--- src/rtl/kwd_pkg.sv ---
// package: register map, keys, field layout and bus carriers for the keyed watchdog
package kwd_pkg;

   // ------------------------------------------------------------
   // register offsets (byte addresses)
   // ------------------------------------------------------------
   localparam logic [11:0] OFS_TIMER_CONTROL = 12'h000;
   localparam logic [11:0] OFS_TICK_COUNT    = 12'h004;
   localparam logic [11:0] OFS_SERVICE_KEY   = 12'h038;
   localparam logic [11:0] OFS_EXPIRY_LIMIT  = 12'h03C;
   localparam logic [11:0] OFS_DEBUG_CONTROL = 12'h040;
   localparam logic [11:0] OFS_INT_CLR_EN    = 12'hFD8;
   localparam logic [11:0] OFS_INT_SET_EN    = 12'hFDC;
   localparam logic [11:0] OFS_INT_STATUS    = 12'hFE0;
   localparam logic [11:0] OFS_INT_ENABLE    = 12'hFE4;
   localparam logic [11:0] OFS_INT_CLR_STAT  = 12'hFE8;
   localparam logic [11:0] OFS_INT_SET_STAT  = 12'hFEC;

   // ------------------------------------------------------------
   // key, reset values and field positions
   // ------------------------------------------------------------
   localparam logic [31:0] PROTECT_KEY       = 32'h251D8950;
   localparam logic [31:0] RST_EXPIRY_LIMIT  = 32'h00FFFFFF;
   localparam logic [31:0] RST_TICK_COUNT    = 32'h00000000;
   localparam logic [2:0]  RST_CONTROL       = 3'h0;
   localparam int          BIT_RUN           = 0;
   localparam int          BIT_CLEAR         = 1;
   localparam int          BIT_PAUSE         = 2;
   localparam int          BIT_RST_DISABLE   = 0;
   localparam int          BIT_OVERFLOW      = 0;

   // ------------------------------------------------------------
   // axi response codes
   // ------------------------------------------------------------
   localparam logic [1:0]  RESP_OKAY         = 2'h0;
   localparam logic [1:0]  RESP_SLVERR       = 2'h2;

   // one accepted register write
   typedef struct packed {
      logic        strobe;
      logic [11:0] addr;
      logic [31:0] data;
   } kwd_wr_t;

   // timer status as seen by software
   typedef struct packed {
      logic [31:0] count;
      logic        expired;
   } kwd_stat_t;

endpackage

--- src/rtl/kwd_watchdog.sv ---
// module: keyed watchdog timer with axi4-lite register slave
//
// Behaviour
// - time-out requests system reset unless disabled
// - stall while debug halted and pause set
// - debug mode overflow irq only if enabled
// - clear-interrupt write clears pending overflow
// - key register reads fixed protection key
// - key write unlocks time-out register once
// - limit N gives reset after N+1 cycles
// - relock time-out register after one write
// - keyed debug write disables reset generation
// - keyed control write with run bit starts
// - key write restarts counter from zero
// - control write with wrong key ignored
// - counter stops when it matches limit
`timescale 1ns/1ps
module kwd_watchdog
(
   input  wire logic        aclk,
   input  wire logic        aresetn,
   input  wire logic [11:0] s_axi_awaddr,
   input  wire logic        s_axi_awvalid,
   output logic             s_axi_awready,
   input  wire logic [31:0] s_axi_wdata,
   input  wire logic [3:0]  s_axi_wstrb,
   input  wire logic        s_axi_wvalid,
   output logic             s_axi_wready,
   output logic [1:0]       s_axi_bresp,
   output logic             s_axi_bvalid,
   input  wire logic        s_axi_bready,
   input  wire logic [11:0] s_axi_araddr,
   input  wire logic        s_axi_arvalid,
   output logic             s_axi_arready,
   output logic [31:0]      s_axi_rdata,
   output logic [1:0]       s_axi_rresp,
   output logic             s_axi_rvalid,
   input  wire logic        s_axi_rready,
   input  wire logic        cpu_debug_halted,
   output logic             reset_request,
   output logic             overflow_irq
);

   // ------------------------------------------------------------
   // write channel: take address and data in either order
   // ------------------------------------------------------------
   logic [11:0]       aw_addr;
   logic              aw_held;
   logic [31:0]       w_data;
   logic              w_held;
   logic              w_full;
   logic              aw_take;
   logic              w_take;
   logic              wr_fire;
   logic [11:0]       wr_addr_now;
   logic [31:0]       wr_data_now;
   logic              wr_map_hit;
   kwd_pkg::kwd_wr_t  wr;

   // partial byte writes are refused: keyed values must arrive whole
   assign aw_take     = s_axi_awvalid && s_axi_awready;
   assign w_take      = s_axi_wvalid && s_axi_wready;
   assign wr_addr_now = aw_held ? aw_addr : s_axi_awaddr;
   assign wr_data_now = w_held ? w_data : s_axi_wdata;
   assign wr_fire     = (aw_held || aw_take) && (w_held || w_take) && !s_axi_bvalid;
   assign w_full      = (s_axi_wstrb == 4'hF);
   assign wr          = {wr_fire, wr_addr_now, wr_data_now};

   // address holding
   always_ff @(posedge aclk)
   begin
      if (!aresetn)
      begin
         aw_held <= 1'b0;
         aw_addr <= 12'h000;
      end
      else if (wr_fire)
         aw_held <= 1'b0;
      else if (aw_take)
      begin
         aw_held <= 1'b1;
         aw_addr <= s_axi_awaddr;
      end
   end

   // data holding, strobe check folded into the error flag
   logic w_bad;
   always_ff @(posedge aclk)
   begin
      if (!aresetn)
      begin
         w_held <= 1'b0;
         w_data <= 32'h00000000;
         w_bad  <= 1'b0;
      end
      else if (wr_fire)
         w_held <= 1'b0;
      else if (w_take)
      begin
         w_held <= 1'b1;
         w_data <= s_axi_wdata;
         w_bad  <= !w_full;
      end
   end

   logic wr_bad_now;
   assign wr_bad_now = w_held ? w_bad : !w_full;

   // ready and response flops
   always_ff @(posedge aclk)
   begin
      if (!aresetn)
      begin
         s_axi_awready <= 1'b0;
         s_axi_wready  <= 1'b0;
         s_axi_bvalid  <= 1'b0;
         s_axi_bresp   <= kwd_pkg::RESP_OKAY;
      end
      else
      begin
         s_axi_awready <= !aw_held && !aw_take && !s_axi_bvalid && !wr_fire;
         s_axi_wready  <= !w_held && !w_take && !s_axi_bvalid && !wr_fire;
         if (wr_fire)
         begin
            s_axi_bvalid <= 1'b1;
            s_axi_bresp  <= (wr_bad_now || !wr_map_hit) ? kwd_pkg::RESP_SLVERR
                                                         : kwd_pkg::RESP_OKAY;
         end
         else if (s_axi_bready)
            s_axi_bvalid <= 1'b0;
      end
   end

   // ------------------------------------------------------------
   // write decode
   // ------------------------------------------------------------
   logic wr_ok;
   logic wr_ctrl;
   logic wr_key;
   logic wr_limit;
   logic wr_debug;
   logic wr_clr_en;
   logic wr_set_en;
   logic wr_clr_stat;
   logic wr_set_stat;
   logic [31:0] ctrl_unkeyed;
   logic        ctrl_key_ok;
   logic        key_match;

   assign wr_ok        = wr.strobe && !wr_bad_now;
   assign wr_ctrl      = wr_ok && (wr.addr == kwd_pkg::OFS_TIMER_CONTROL);
   assign wr_key       = wr_ok && (wr.addr == kwd_pkg::OFS_SERVICE_KEY);
   assign wr_limit     = wr_ok && (wr.addr == kwd_pkg::OFS_EXPIRY_LIMIT);
   assign wr_debug     = wr_ok && (wr.addr == kwd_pkg::OFS_DEBUG_CONTROL);
   assign wr_clr_en    = wr_ok && (wr.addr == kwd_pkg::OFS_INT_CLR_EN);
   assign wr_set_en    = wr_ok && (wr.addr == kwd_pkg::OFS_INT_SET_EN);
   assign wr_clr_stat  = wr_ok && (wr.addr == kwd_pkg::OFS_INT_CLR_STAT);
   assign wr_set_stat  = wr_ok && (wr.addr == kwd_pkg::OFS_INT_SET_STAT);
   assign wr_map_hit   = (wr.addr == kwd_pkg::OFS_TIMER_CONTROL) ||
                         (wr.addr == kwd_pkg::OFS_TICK_COUNT) ||
                         (wr.addr == kwd_pkg::OFS_SERVICE_KEY) ||
                         (wr.addr == kwd_pkg::OFS_EXPIRY_LIMIT) ||
                         (wr.addr == kwd_pkg::OFS_DEBUG_CONTROL) ||
                         (wr.addr == kwd_pkg::OFS_INT_CLR_EN) ||
                         (wr.addr == kwd_pkg::OFS_INT_SET_EN) ||
                         (wr.addr == kwd_pkg::OFS_INT_CLR_STAT) ||
                         (wr.addr == kwd_pkg::OFS_INT_SET_STAT);
   assign key_match    = (wr.data == kwd_pkg::PROTECT_KEY);
   // key field is bits 31..3 after xor with the three control bits
   // key check
   assign ctrl_unkeyed = wr.data ^ {29'h0, wr.data[2:0]};
   assign ctrl_key_ok  = (ctrl_unkeyed[31:3] == kwd_pkg::PROTECT_KEY[31:3]);

   // ------------------------------------------------------------
   // control, lock and debug state
   // ------------------------------------------------------------
   logic [2:0]  ctrl;
   logic [31:0] limit;
   logic        unlocked;
   logic        rst_disable;
   logic [31:0] debug_unkeyed;
   logic        debug_key_ok;

   assign debug_unkeyed = wr.data ^ {31'h0, wr.data[kwd_pkg::BIT_RST_DISABLE]};
   assign debug_key_ok  = (debug_unkeyed == kwd_pkg::PROTECT_KEY);

   always_ff @(posedge aclk)
   begin
      if (!aresetn)
         ctrl <= kwd_pkg::RST_CONTROL;
      else if (wr_ctrl && ctrl_key_ok)
         ctrl <= wr.data[2:0] ^ kwd_pkg::PROTECT_KEY[2:0];
   end

   // limit N matches after N cycles; reset request follows one cycle later
   always_ff @(posedge aclk)
   begin
      if (!aresetn)
      begin
         unlocked <= 1'b0;
         limit    <= kwd_pkg::RST_EXPIRY_LIMIT;
      end
      else if (wr_limit)
      begin
         if (unlocked)
         begin
            limit    <= wr.data;
            unlocked <= 1'b0;
         end
         else if (key_match)
            unlocked <= 1'b1;
      end
   end

   always_ff @(posedge aclk)
   begin
      if (!aresetn)
         rst_disable <= 1'b0;
      else if (wr_debug && debug_key_ok)
         rst_disable <= wr.data[kwd_pkg::BIT_RST_DISABLE];
   end

   // ------------------------------------------------------------
   // debug status pin: three-stage synchroniser
   // ------------------------------------------------------------
   logic [2:0] halt_sync;
   logic       halted;
   always_ff @(posedge aclk)
   begin
      if (!aresetn)
      begin
         halt_sync <= 3'h0;
         halted    <= 1'b0;
      end
      else
      begin
         halt_sync <= {halt_sync[1:0], cpu_debug_halted};
         if (halt_sync[1] == halt_sync[2])
            halted <= halt_sync[2];
      end
   end

   // ------------------------------------------------------------
   // tick counter
   // ------------------------------------------------------------
   kwd_pkg::kwd_stat_t stat;
   logic               stall;
   logic               restart;

   assign stall   = halted && ctrl[kwd_pkg::BIT_PAUSE];
   assign restart = wr_key && key_match;

   kwd_tick_core u_core
   (
      .aclk       (aclk),
      .aresetn    (aresetn),
      .run        (ctrl[kwd_pkg::BIT_RUN]),
      .hold_clear (ctrl[kwd_pkg::BIT_CLEAR]),
      .stall      (stall),
      .restart    (restart),
      .limit      (limit),
      .stat       (stat)
   );

   // ------------------------------------------------------------
   // overflow status, enable and outputs
   // ------------------------------------------------------------
   logic irq_status;
   logic irq_enable;
   logic expired_q;
   logic expire_evt;

   assign expire_evt = stat.expired && !expired_q;

   // set wins over a clear in the same cycle
   // clear on write
   always_ff @(posedge aclk)
   begin
      if (!aresetn)
      begin
         expired_q  <= 1'b0;
         irq_status <= 1'b0;
         irq_enable <= 1'b0;
      end
      else
      begin
         expired_q <= stat.expired;
         if (expire_evt || (wr_set_stat && wr.data[kwd_pkg::BIT_OVERFLOW]))
            irq_status <= 1'b1;
         else if (wr_clr_stat && wr.data[kwd_pkg::BIT_OVERFLOW])
            irq_status <= 1'b0;
         if (wr_set_en && wr.data[kwd_pkg::BIT_OVERFLOW])
            irq_enable <= 1'b1;
         else if (wr_clr_en && wr.data[kwd_pkg::BIT_OVERFLOW])
            irq_enable <= 1'b0;
      end
   end

   always_ff @(posedge aclk)
   begin
      if (!aresetn)
      begin
         reset_request <= 1'b0;
         overflow_irq  <= 1'b0;
      end
      else
      begin
         reset_request <= stat.expired && !rst_disable;
         overflow_irq  <= irq_status && irq_enable;
      end
   end

   // ------------------------------------------------------------
   // read channel
   // ------------------------------------------------------------
   logic [31:0] rd_value;
   logic        rd_hit;
   logic [11:0] ra;
   assign ra = s_axi_araddr;

   always_comb
   begin
      rd_hit   = 1'b1;
      rd_value = 32'h00000000;
      if (ra == kwd_pkg::OFS_TIMER_CONTROL)
         rd_value = {29'h0, ctrl};
      else if (ra == kwd_pkg::OFS_TICK_COUNT)
         rd_value = stat.count;
      else if (ra == kwd_pkg::OFS_SERVICE_KEY)
         rd_value = kwd_pkg::PROTECT_KEY;
      else if (ra == kwd_pkg::OFS_EXPIRY_LIMIT)
         rd_value = limit;
      else if (ra == kwd_pkg::OFS_DEBUG_CONTROL)
         rd_value = {31'h0, rst_disable};
      else if (ra == kwd_pkg::OFS_INT_STATUS)
         rd_value = {31'h0, irq_status};
      else if (ra == kwd_pkg::OFS_INT_ENABLE)
         rd_value = {31'h0, irq_enable};
      else
         rd_hit = 1'b0;
   end

   // one read at a time; answer one cycle after the address is taken
   always_ff @(posedge aclk)
   begin
      if (!aresetn)
      begin
         s_axi_arready <= 1'b0;
         s_axi_rvalid  <= 1'b0;
         s_axi_rdata   <= 32'h00000000;
         s_axi_rresp   <= kwd_pkg::RESP_OKAY;
      end
      else if (s_axi_arvalid && s_axi_arready)
      begin
         s_axi_arready <= 1'b0;
         s_axi_rvalid  <= 1'b1;
         s_axi_rdata   <= rd_value;
         s_axi_rresp   <= rd_hit ? kwd_pkg::RESP_OKAY : kwd_pkg::RESP_SLVERR;
      end
      else if (s_axi_rvalid)
      begin
         if (s_axi_rready)
            s_axi_rvalid <= 1'b0;
      end
      else
         s_axi_arready <= 1'b1;
   end

endmodule

--- src/rtl/kwd_tick_core.sv ---
// module: tick counter with restart, stall, clear and time-out compare
`timescale 1ns/1ps
module kwd_tick_core
(
   input  wire logic                aclk,
   input  wire logic                aresetn,
   input  wire logic                run,
   input  wire logic                hold_clear,
   input  wire logic                stall,
   input  wire logic                restart,
   input  wire logic [31:0]         limit,
   output kwd_pkg::kwd_stat_t       stat
);

   logic [31:0] count;
   logic        at_limit;
   logic        advance;
   logic [31:0] next_count;

   // time-out seen in the cycle the count equals the limit
   // equality compare
   assign at_limit = (count == limit);
   assign advance  = run && !stall && !at_limit;
   assign stat     = {count, at_limit && run};

   // restart and clear take priority over counting
   // restart from zero
   assign next_count = (restart || hold_clear) ? kwd_pkg::RST_TICK_COUNT :
                       advance ? count + 32'h00000001 : count;

   // counter register
   always_ff @(posedge aclk)
   begin
      if (!aresetn)
         count <= kwd_pkg::RST_TICK_COUNT;
      else
         count <= next_count;
   end

endmodule

--- config.mk ---
export PLATFORM = sky130hd
export DESIGN_NAME = kwd_watchdog
export DESIGN_NICKNAME = d
export VERILOG_FILES = /design/src/rtl/kwd_pkg.sv /design/src/rtl/kwd_watchdog.sv /design/src/rtl/kwd_tick_core.sv
export SDC_FILE = /design/constraint.sdc
export NUM_CORES = 1
export LEC_CHECK = 0
export BUFFER_PORTS_ARGS = -buffer_cell sky130_fd_sc_hd__buf_2
export CORE_UTILIZATION = 45
export CTS_BUF_LIST = sky130_fd_sc_hd__clkbuf_16
export DETAILED_ROUTE_END_ITERATION = 10
export PLACE_DENSITY = 0.74
export SLEW_MARGIN = 15
export SYNTH_ARGS = -nofsm -noshare
export SYNTH_HDL_FRONTEND = slang
export SYNTH_SLANG_ARGS = --single-unit
--- constraint.sdc ---
create_clock -name aclk -period 2.8 [get_ports aclk]
set_input_delay 0.14 -clock aclk [delete_from_list [all_inputs] [get_ports aclk]]
set_output_delay 0.14 -clock aclk [all_outputs]
set_load 0.005 [all_outputs]
# [After elaboration in Yosys (flattened, before gate mapping)]
# Index checks and enable logic that the tools add are counted.
# W data, S select, Z words.
[word_totals] reg_bits=166 latchBits=0 mem_bits_rw=0 rom_bits=0 inputBits=68 output_inout_bits=43 mem_count=0
[classes] n_addsub=1 n_mul=0 div=0 order_cmp=0 eq_ne=20 shifts=0 n_mux=30 n_bitwise=4 reduce_logical=71
[ops] cell="$mux W32" n=5
[ops] cell="$eq A12 B12 Y1 const B" n=6
[ops] cell="$eq A32 B30 Y1 const B" n=2
[ops] cell="$eq A12 B6 Y1 const B" n=4
[ops] cell="$logic_and A1 B1 Y1" n=34
[ops] cell="$add A32 B1 Y32 const B" n=1
[ops] cell="$eq A32 B32 Y1" n=1
[ops] cell="$xor A32 B1 Y32" n=1
[ops] cell="$xor A32 B3 Y32" n=1
[ops] cell="$eq A29 B27 Y1 const B" n=1
[ops] cell="$eq A12 B3 Y1 const B" n=2
[ops] cell="$eq A12 B7 Y1 const B" n=2
[ops] cell="$logic_not A12 Y1" n=2
[ops] cell="$mux W1" n=22
[ops] cell="$logic_not A1 Y1" n=13
[ops] cell="$logic_or A1 B1 Y1" n=13
[ops] cell="$mux W12" n=1
[ops] cell="$reduce_and A2 Y1" n=3
[ops] cell="$reduce_bool A2 Y1" n=3
[ops] cell="$reduce_or A2 Y1" n=3
[ops] cell="$eq A4 B4 Y1 const B" n=1
[ops] cell="$mux W2" n=2
[ops] cell="$not A1 Y1" n=2
[ops] cell="$eq A1 B1 Y1" n=1

# [Logic depth before layout (Yosys ltp)]
[depth] depth_word=13 ltp_mapped=9 mapped_depth_nobuf=6

# [Cells and area by module]
# A second synthesis with hierarchy kept.
[unflattened] hier_cells=949 area_unflattened_um2=8282.9
[modules_own_cells] mod="kwd_watchdog" instances=1 cells_per_inst=698 area_each_um2=6067.1 seq_area_each_um2=2642.5
[modules_own_cells] mod="kwd_tick_core" instances=1 cells_per_inst=251 area_each_um2=2215.9 seq_area_each_um2=640.6

# [Least setup slack after synthesis]
# Ideal clock, no wire load.
[synth_path] kind="register to register" startpoint="register w_data[10]" endpoint="register u_core.count[22]" setup_ns=0.130 t_arrival_ns=2.016 t_required_ns=2.670 slack_ns=0.654 path_stages_with_launch=8 path_buffers=1 period_less_slack_ns=2.146 cell_sequence="dfxtp_1 > or4b_1 > nor4_1 > a2bb2o_1 > nor3_4 > a31o_2 > buf_2 > a21oi_1"
[synth_between] elab_chain_cells=5
[synth_rtl] item="from (decl)" line_no="kwd_watchdog.sv:49" text="logic [31:0] w_data;"
[synth_rtl] item="from (signal assigned)" line_no="kwd_watchdog.sv:101" text="w_data <= s_axi_wdata;"
[synth_rtl] item="$mux W32" line_no="kwd_watchdog.sv:64" text="assign wr_data_now = w_held ? w_data : s_axi_wdata;"
[synth_rtl] item="$eq A32 B30 Y1" line_no="kwd_watchdog.sv:168" text="assign key_match = (wr.data == kwd_pkg::PROTECT_KEY);"
[synth_rtl] item="$logic_and A1 B1 Y1" line_no="kwd_watchdog.sv:251" text="assign restart = wr_key && key_match;"
[synth_rtl] item="$logic_or A1 B1 Y1" line_no="kwd_tick_core.sv:28" text="assign next_count = (restart || hold_clear) ? kwd_pkg::RST_TICK_COUNT :"
[synth_rtl] item="$reduce_or A2 Y1 (no line)"
[synth_rtl] item="to (signal assigned)" line_no="kwd_tick_core.sv:35" text="count <= kwd_pkg::RST_TICK_COUNT;"
[synth_rtl] item="to (signal assigned)" line_no="kwd_tick_core.sv:37" text="count <= next_count;"
[synth_rtl] item="to (decl)" line_no="kwd_tick_core.sv:15" text="logic [31:0] count;"
# Every way passes these cells.
# A chain may end at the register's enable or synchronous reset.

# [Worst setup path after layout]
[layout_path] startpoint="input s_axi_wdata[10]" endpoint="register u_core.count[10]"
[layout_between] elab_chain_cells=5
[layout_rtl] item="from (decl)" line_no="kwd_watchdog.sv:25" text="input wire logic [31:0] s_axi_wdata,"
[layout_rtl] item="$mux W32" line_no="kwd_watchdog.sv:64"
[layout_rtl] item="$eq A32 B30 Y1" line_no="kwd_watchdog.sv:168"
[layout_rtl] item="$logic_and A1 B1 Y1" line_no="kwd_watchdog.sv:251"
[layout_rtl] item="$logic_or A1 B1 Y1" line_no="kwd_tick_core.sv:28"
[layout_rtl] item="$reduce_or A2 Y1 (no line)"
# Every way passes these cells.

==> summary.md <==
| Metric | Value |
|---|---|
| Unrepaired setup endpoints after global routing | no |
| Total setup buffers inserted after CTS | 0 |
| Final hold slack | ~0.034 ns |
| Slew @ Worst Pin | 0.765 ns |
| Core area | 17200 um^2 |
| Worst min path class | in -> reg |
| First-pass GRT wire length | 35000 um |
| Relative slew slack | 48.9% |
| Largest net degree at the start of global routing | 42 |
| CTS H-tree depth | 4 |
| Tmin final | 2.53 ns |
| Worst VDD drop | 0.442 mV |
| Layout Nets | 1130 |
| Routed wl met3 | 1160 um |
| Routability cong. | 0.895 |
| Crit path cell chain | dlygate4sd3_1, buf_2, or4b_1, nor4_1, a2bb2o_1, nor3_4, a31o_2, buf_12, a21oi_1 |
| Mapped Cells | ~940 |
| Finish-stage setup viols | 0 |
| Vias in the first global route | 6909 |
| Die Footprint | 18000 um^2 |
| #FFs+latches synth | 164 |
| Routed WL | 21000 um |
| Pre-CTS WS | between 0.3 and 0.4 ns |
| TritonRoute pass-1 iters | 5 |
| Avg Cell Area, Syn | 8.41 um^2 |
| Wire length per cell | 16.2 um |
| CP Capture Type | register |
| Ys Warns | 0 |
| Yosys cell types | just under 60 |
| Critical path fanouts, max | 32 |
| CP required | between 3 and 4 ns |
| Die height | 134 um |
| Final Hold Fails | 0 |
| CTS Buf Count | 17 |
| Vias per cell | 5.59 |
| Clk slew on worst S/H paths | 0.07 ns |
| Metal-1 WL | 9420 um |
| Flop pwr share | a little under half |
| Clk sinks | between 150 and 200 |
| Final Cycle Share | 90.4% |
| Initial antenna violation count | 0 |
| Ys flop type | dfxtp_1 |
| Vias | 7257 |
| Max Slew Vio Count | 0 |
| Status | finished clean |
| Site row count | 48 |
| Register area share after synthesis | 41.7% |
| Crit start category | primary input |
| Met2 Routed Length | 10000 um |
| Switch share | 25.1% |
| GRT overflow | 0 |
| Slowest-stage cell, CP | dlygate4sd3_1 |
| All-Layer GR Usage | between 20% and 30% |
| Fin worst setup slack | ~0.27 ns |
| Buf/Inv on CP | 3 |
| Chip width | 134 um |
| Antenna Cells | 0 |
| PD cells | around 530 nW/um^2 |
| Logic pwr share | 8.7% |
| Setup_tns | 0 ns |
| Cell internal pwr | between 3 and 4 mW |
| Share of cells above drive strength 1 | 17.7% |
| Design area | about 9600 um^2 |
| Hpwl dp | 14700 um |
| Number of flops mapped to enable cells by yosys | 0 |
| Critical path class | in -> reg |
| Clock latency on the worst-skew pair | around 0.44 ns |
| Clock Power Share | 43.5% |
| CP max stage delay | 0.54 ns |
| WP data arrival | 2.85 ns |
| CTS Buffer Depth | 2 |
| Max-cap violation count | 0 |
| Routed Antenna Nets | 0 |
| Iter 0 DRT Violations | 610 |
| Post-synthesis async set-or-reset flop share | 0% |
| Max layer used | met4 |
| Port bufs | approximately 110 |
| Initial Utilization | 45.9% |
| Area after DPL | ~8600 um^2 |
| # IOs | 111 |
| Net Sw Power | between 1 and 1.5 mW |
| CP delay by family, top | simple AND/OR/NAND/NOR gates |
| CTS tree | done |
| Area Growth Syn to Fin | 22.0% |
| Lkg Pwr | 3.53 nW |
| Worst Skew | 0.0103 ns |
| Drt drc | 0 |
| Post-synthesis cell area | 7880 um^2 |
| Peak Freq | 0.395 GHz |
| Root Driver | clkbuf_16 |
layout make-up:
type | count | area, um^2
flip-flops and latches | 164 | 3280
well taps | 225 | 282
clock inverters | 15 | 131
clock buffers | 17 | 425
repair buffers | 175 | 1180
multi-input cells | 697 | 4280
fillers | 1578 | 7570
inverters | 6 | 22.5
Yosys cell counts, drive strengths merged, types with 3 or more instances:
library cell	number	share of area [%]
or3	8	0.64
and3	9	0.71
nand3	18	1.1
nand2	149	7.1
a211oi	11	1.0
inv	6	0.29
and2	7	0.56
o22ai	3	0.24
nor3	27	2.0
nor3b	6	0.57
o21ai	40	2.5
xnor2	43	4.8
nor2	60	2.9
a22oi	32	3.1
nand4	23	1.9
clkbuf	49	2.3
nor2b	5	0.40
nor4	10	0.87
nand2b	18	1.5
mux2	4	0.57
mux2i	47	6.0
nor4b	5	0.64
nand4b	5	0.56
o211ai	20	1.9
a21oi	74	4.7
a221oi	3	0.33
buf	22	1.7
or4	19	2.0
nand3b	4	0.38
dfxtp	164	42
o31ai	20	1.9
flip-flops by register name, summed over array words and instances (netlist names), 3 cells and up:
signal,flops
s_axi_rdata,32
ctrl,3
halt_sync,3
aw_addr,12
limit,32
w_data,32
u_core.count,32
power groups by stage:
stage               registers, mW  clock network (mW)  logic [mW]
floorplan                    2.46                   0       0.249
global placement             2.47                   0       0.379
detailed placement           2.48                   0       0.384
CTS                          2.42                2.24       0.433
global route                 2.43                2.36       0.483
finish                       2.43                2.21       0.441
stage by stage:
stage | instances | util (%) | power, mW
global route | 1299 | 55.9 | 5.27
floorplan | 938 | - | 2.71
global placement | 1222 | 50.0 | 2.85
detailed placement | 1222 | 50.0 | 2.86
CTS | 1299 | 55.9 | 5.10
finish | 1299 | 55.9 | 5.08
repair_timing:
item | CTS | global route
hold buffers | 45 | 0
hold endpoints to repair | 45 | 0
gates resized for setup | 0 | 2
endpoints found under the setup margin | 0 | 8
placed cells by master (no fill, tap or decap), drive strengths merged, types with 27 or more instances in the layout:
cell type,netlist,routed
a22oi,32,32
a21oi,74,74
nand2,149,149
dfxtp,164,164
nor2,60,60
xnor2,43,43
dlygate4sd3,0,45
o21ai,40,40
buf,22,130
nor3,27,27
mux2i,47,47
final timing paths:
path / from / endpoint / slack (ns) / cells past startpoint
max: s_axi_wdata[10] / u_core.count[10]$_SDFFE_PP0P_ / 0.27 / 9
min: s_axi_awaddr[4] / aw_addr[4]$_SDFFE_PN0P_ / 0.03 / 3
max reg2reg: w_held$_SDFFE_PP0P_ / ctrl[2]$_SDFFE_PN0P_ / 0.30 / 8
min reg2reg: expired_q$_SDFF_PN0_ / irq_status$_SDFFE_PN0P_ / 0.43 / 1
kinds of logic after synthesis:
| family | count (synthesis) | synth area share (%) |
|---|---|---|
| AOI/OAI and AO/OA | 215 | 17.1 |
| xor gates and xnor gates | 43 | 4.78 |
| adders and majority gates | 1 | 0.159 |
| buffers and inverters | 77 | 4.32 |
| DFF | 164 | 41.7 |
| muxes | 51 | 6.54 |
| other | 1 | 0.0476 |
| and+or+nand+nor | 385 | 25.3 |
layer usage:
| layer | vias up | track usage (%) |
|---|---|---|
| met4 | 0 | 8.05 |
| met3 | 30 | 4.84 |
| li1 | 3614 | - |
| met1 | 3397 | 32.3 |
| met5 | - | 0 |
| met2 | 216 | 40.4 |
worst min-delay path, delay by kind of cell:
family | cells | cell delay (ns)
buffers and inverters | 1 | 0.14
muxes | 1 | 0.08
and+or+nand+nor | 1 | 0.07
(Power assumes the default switching activity.)
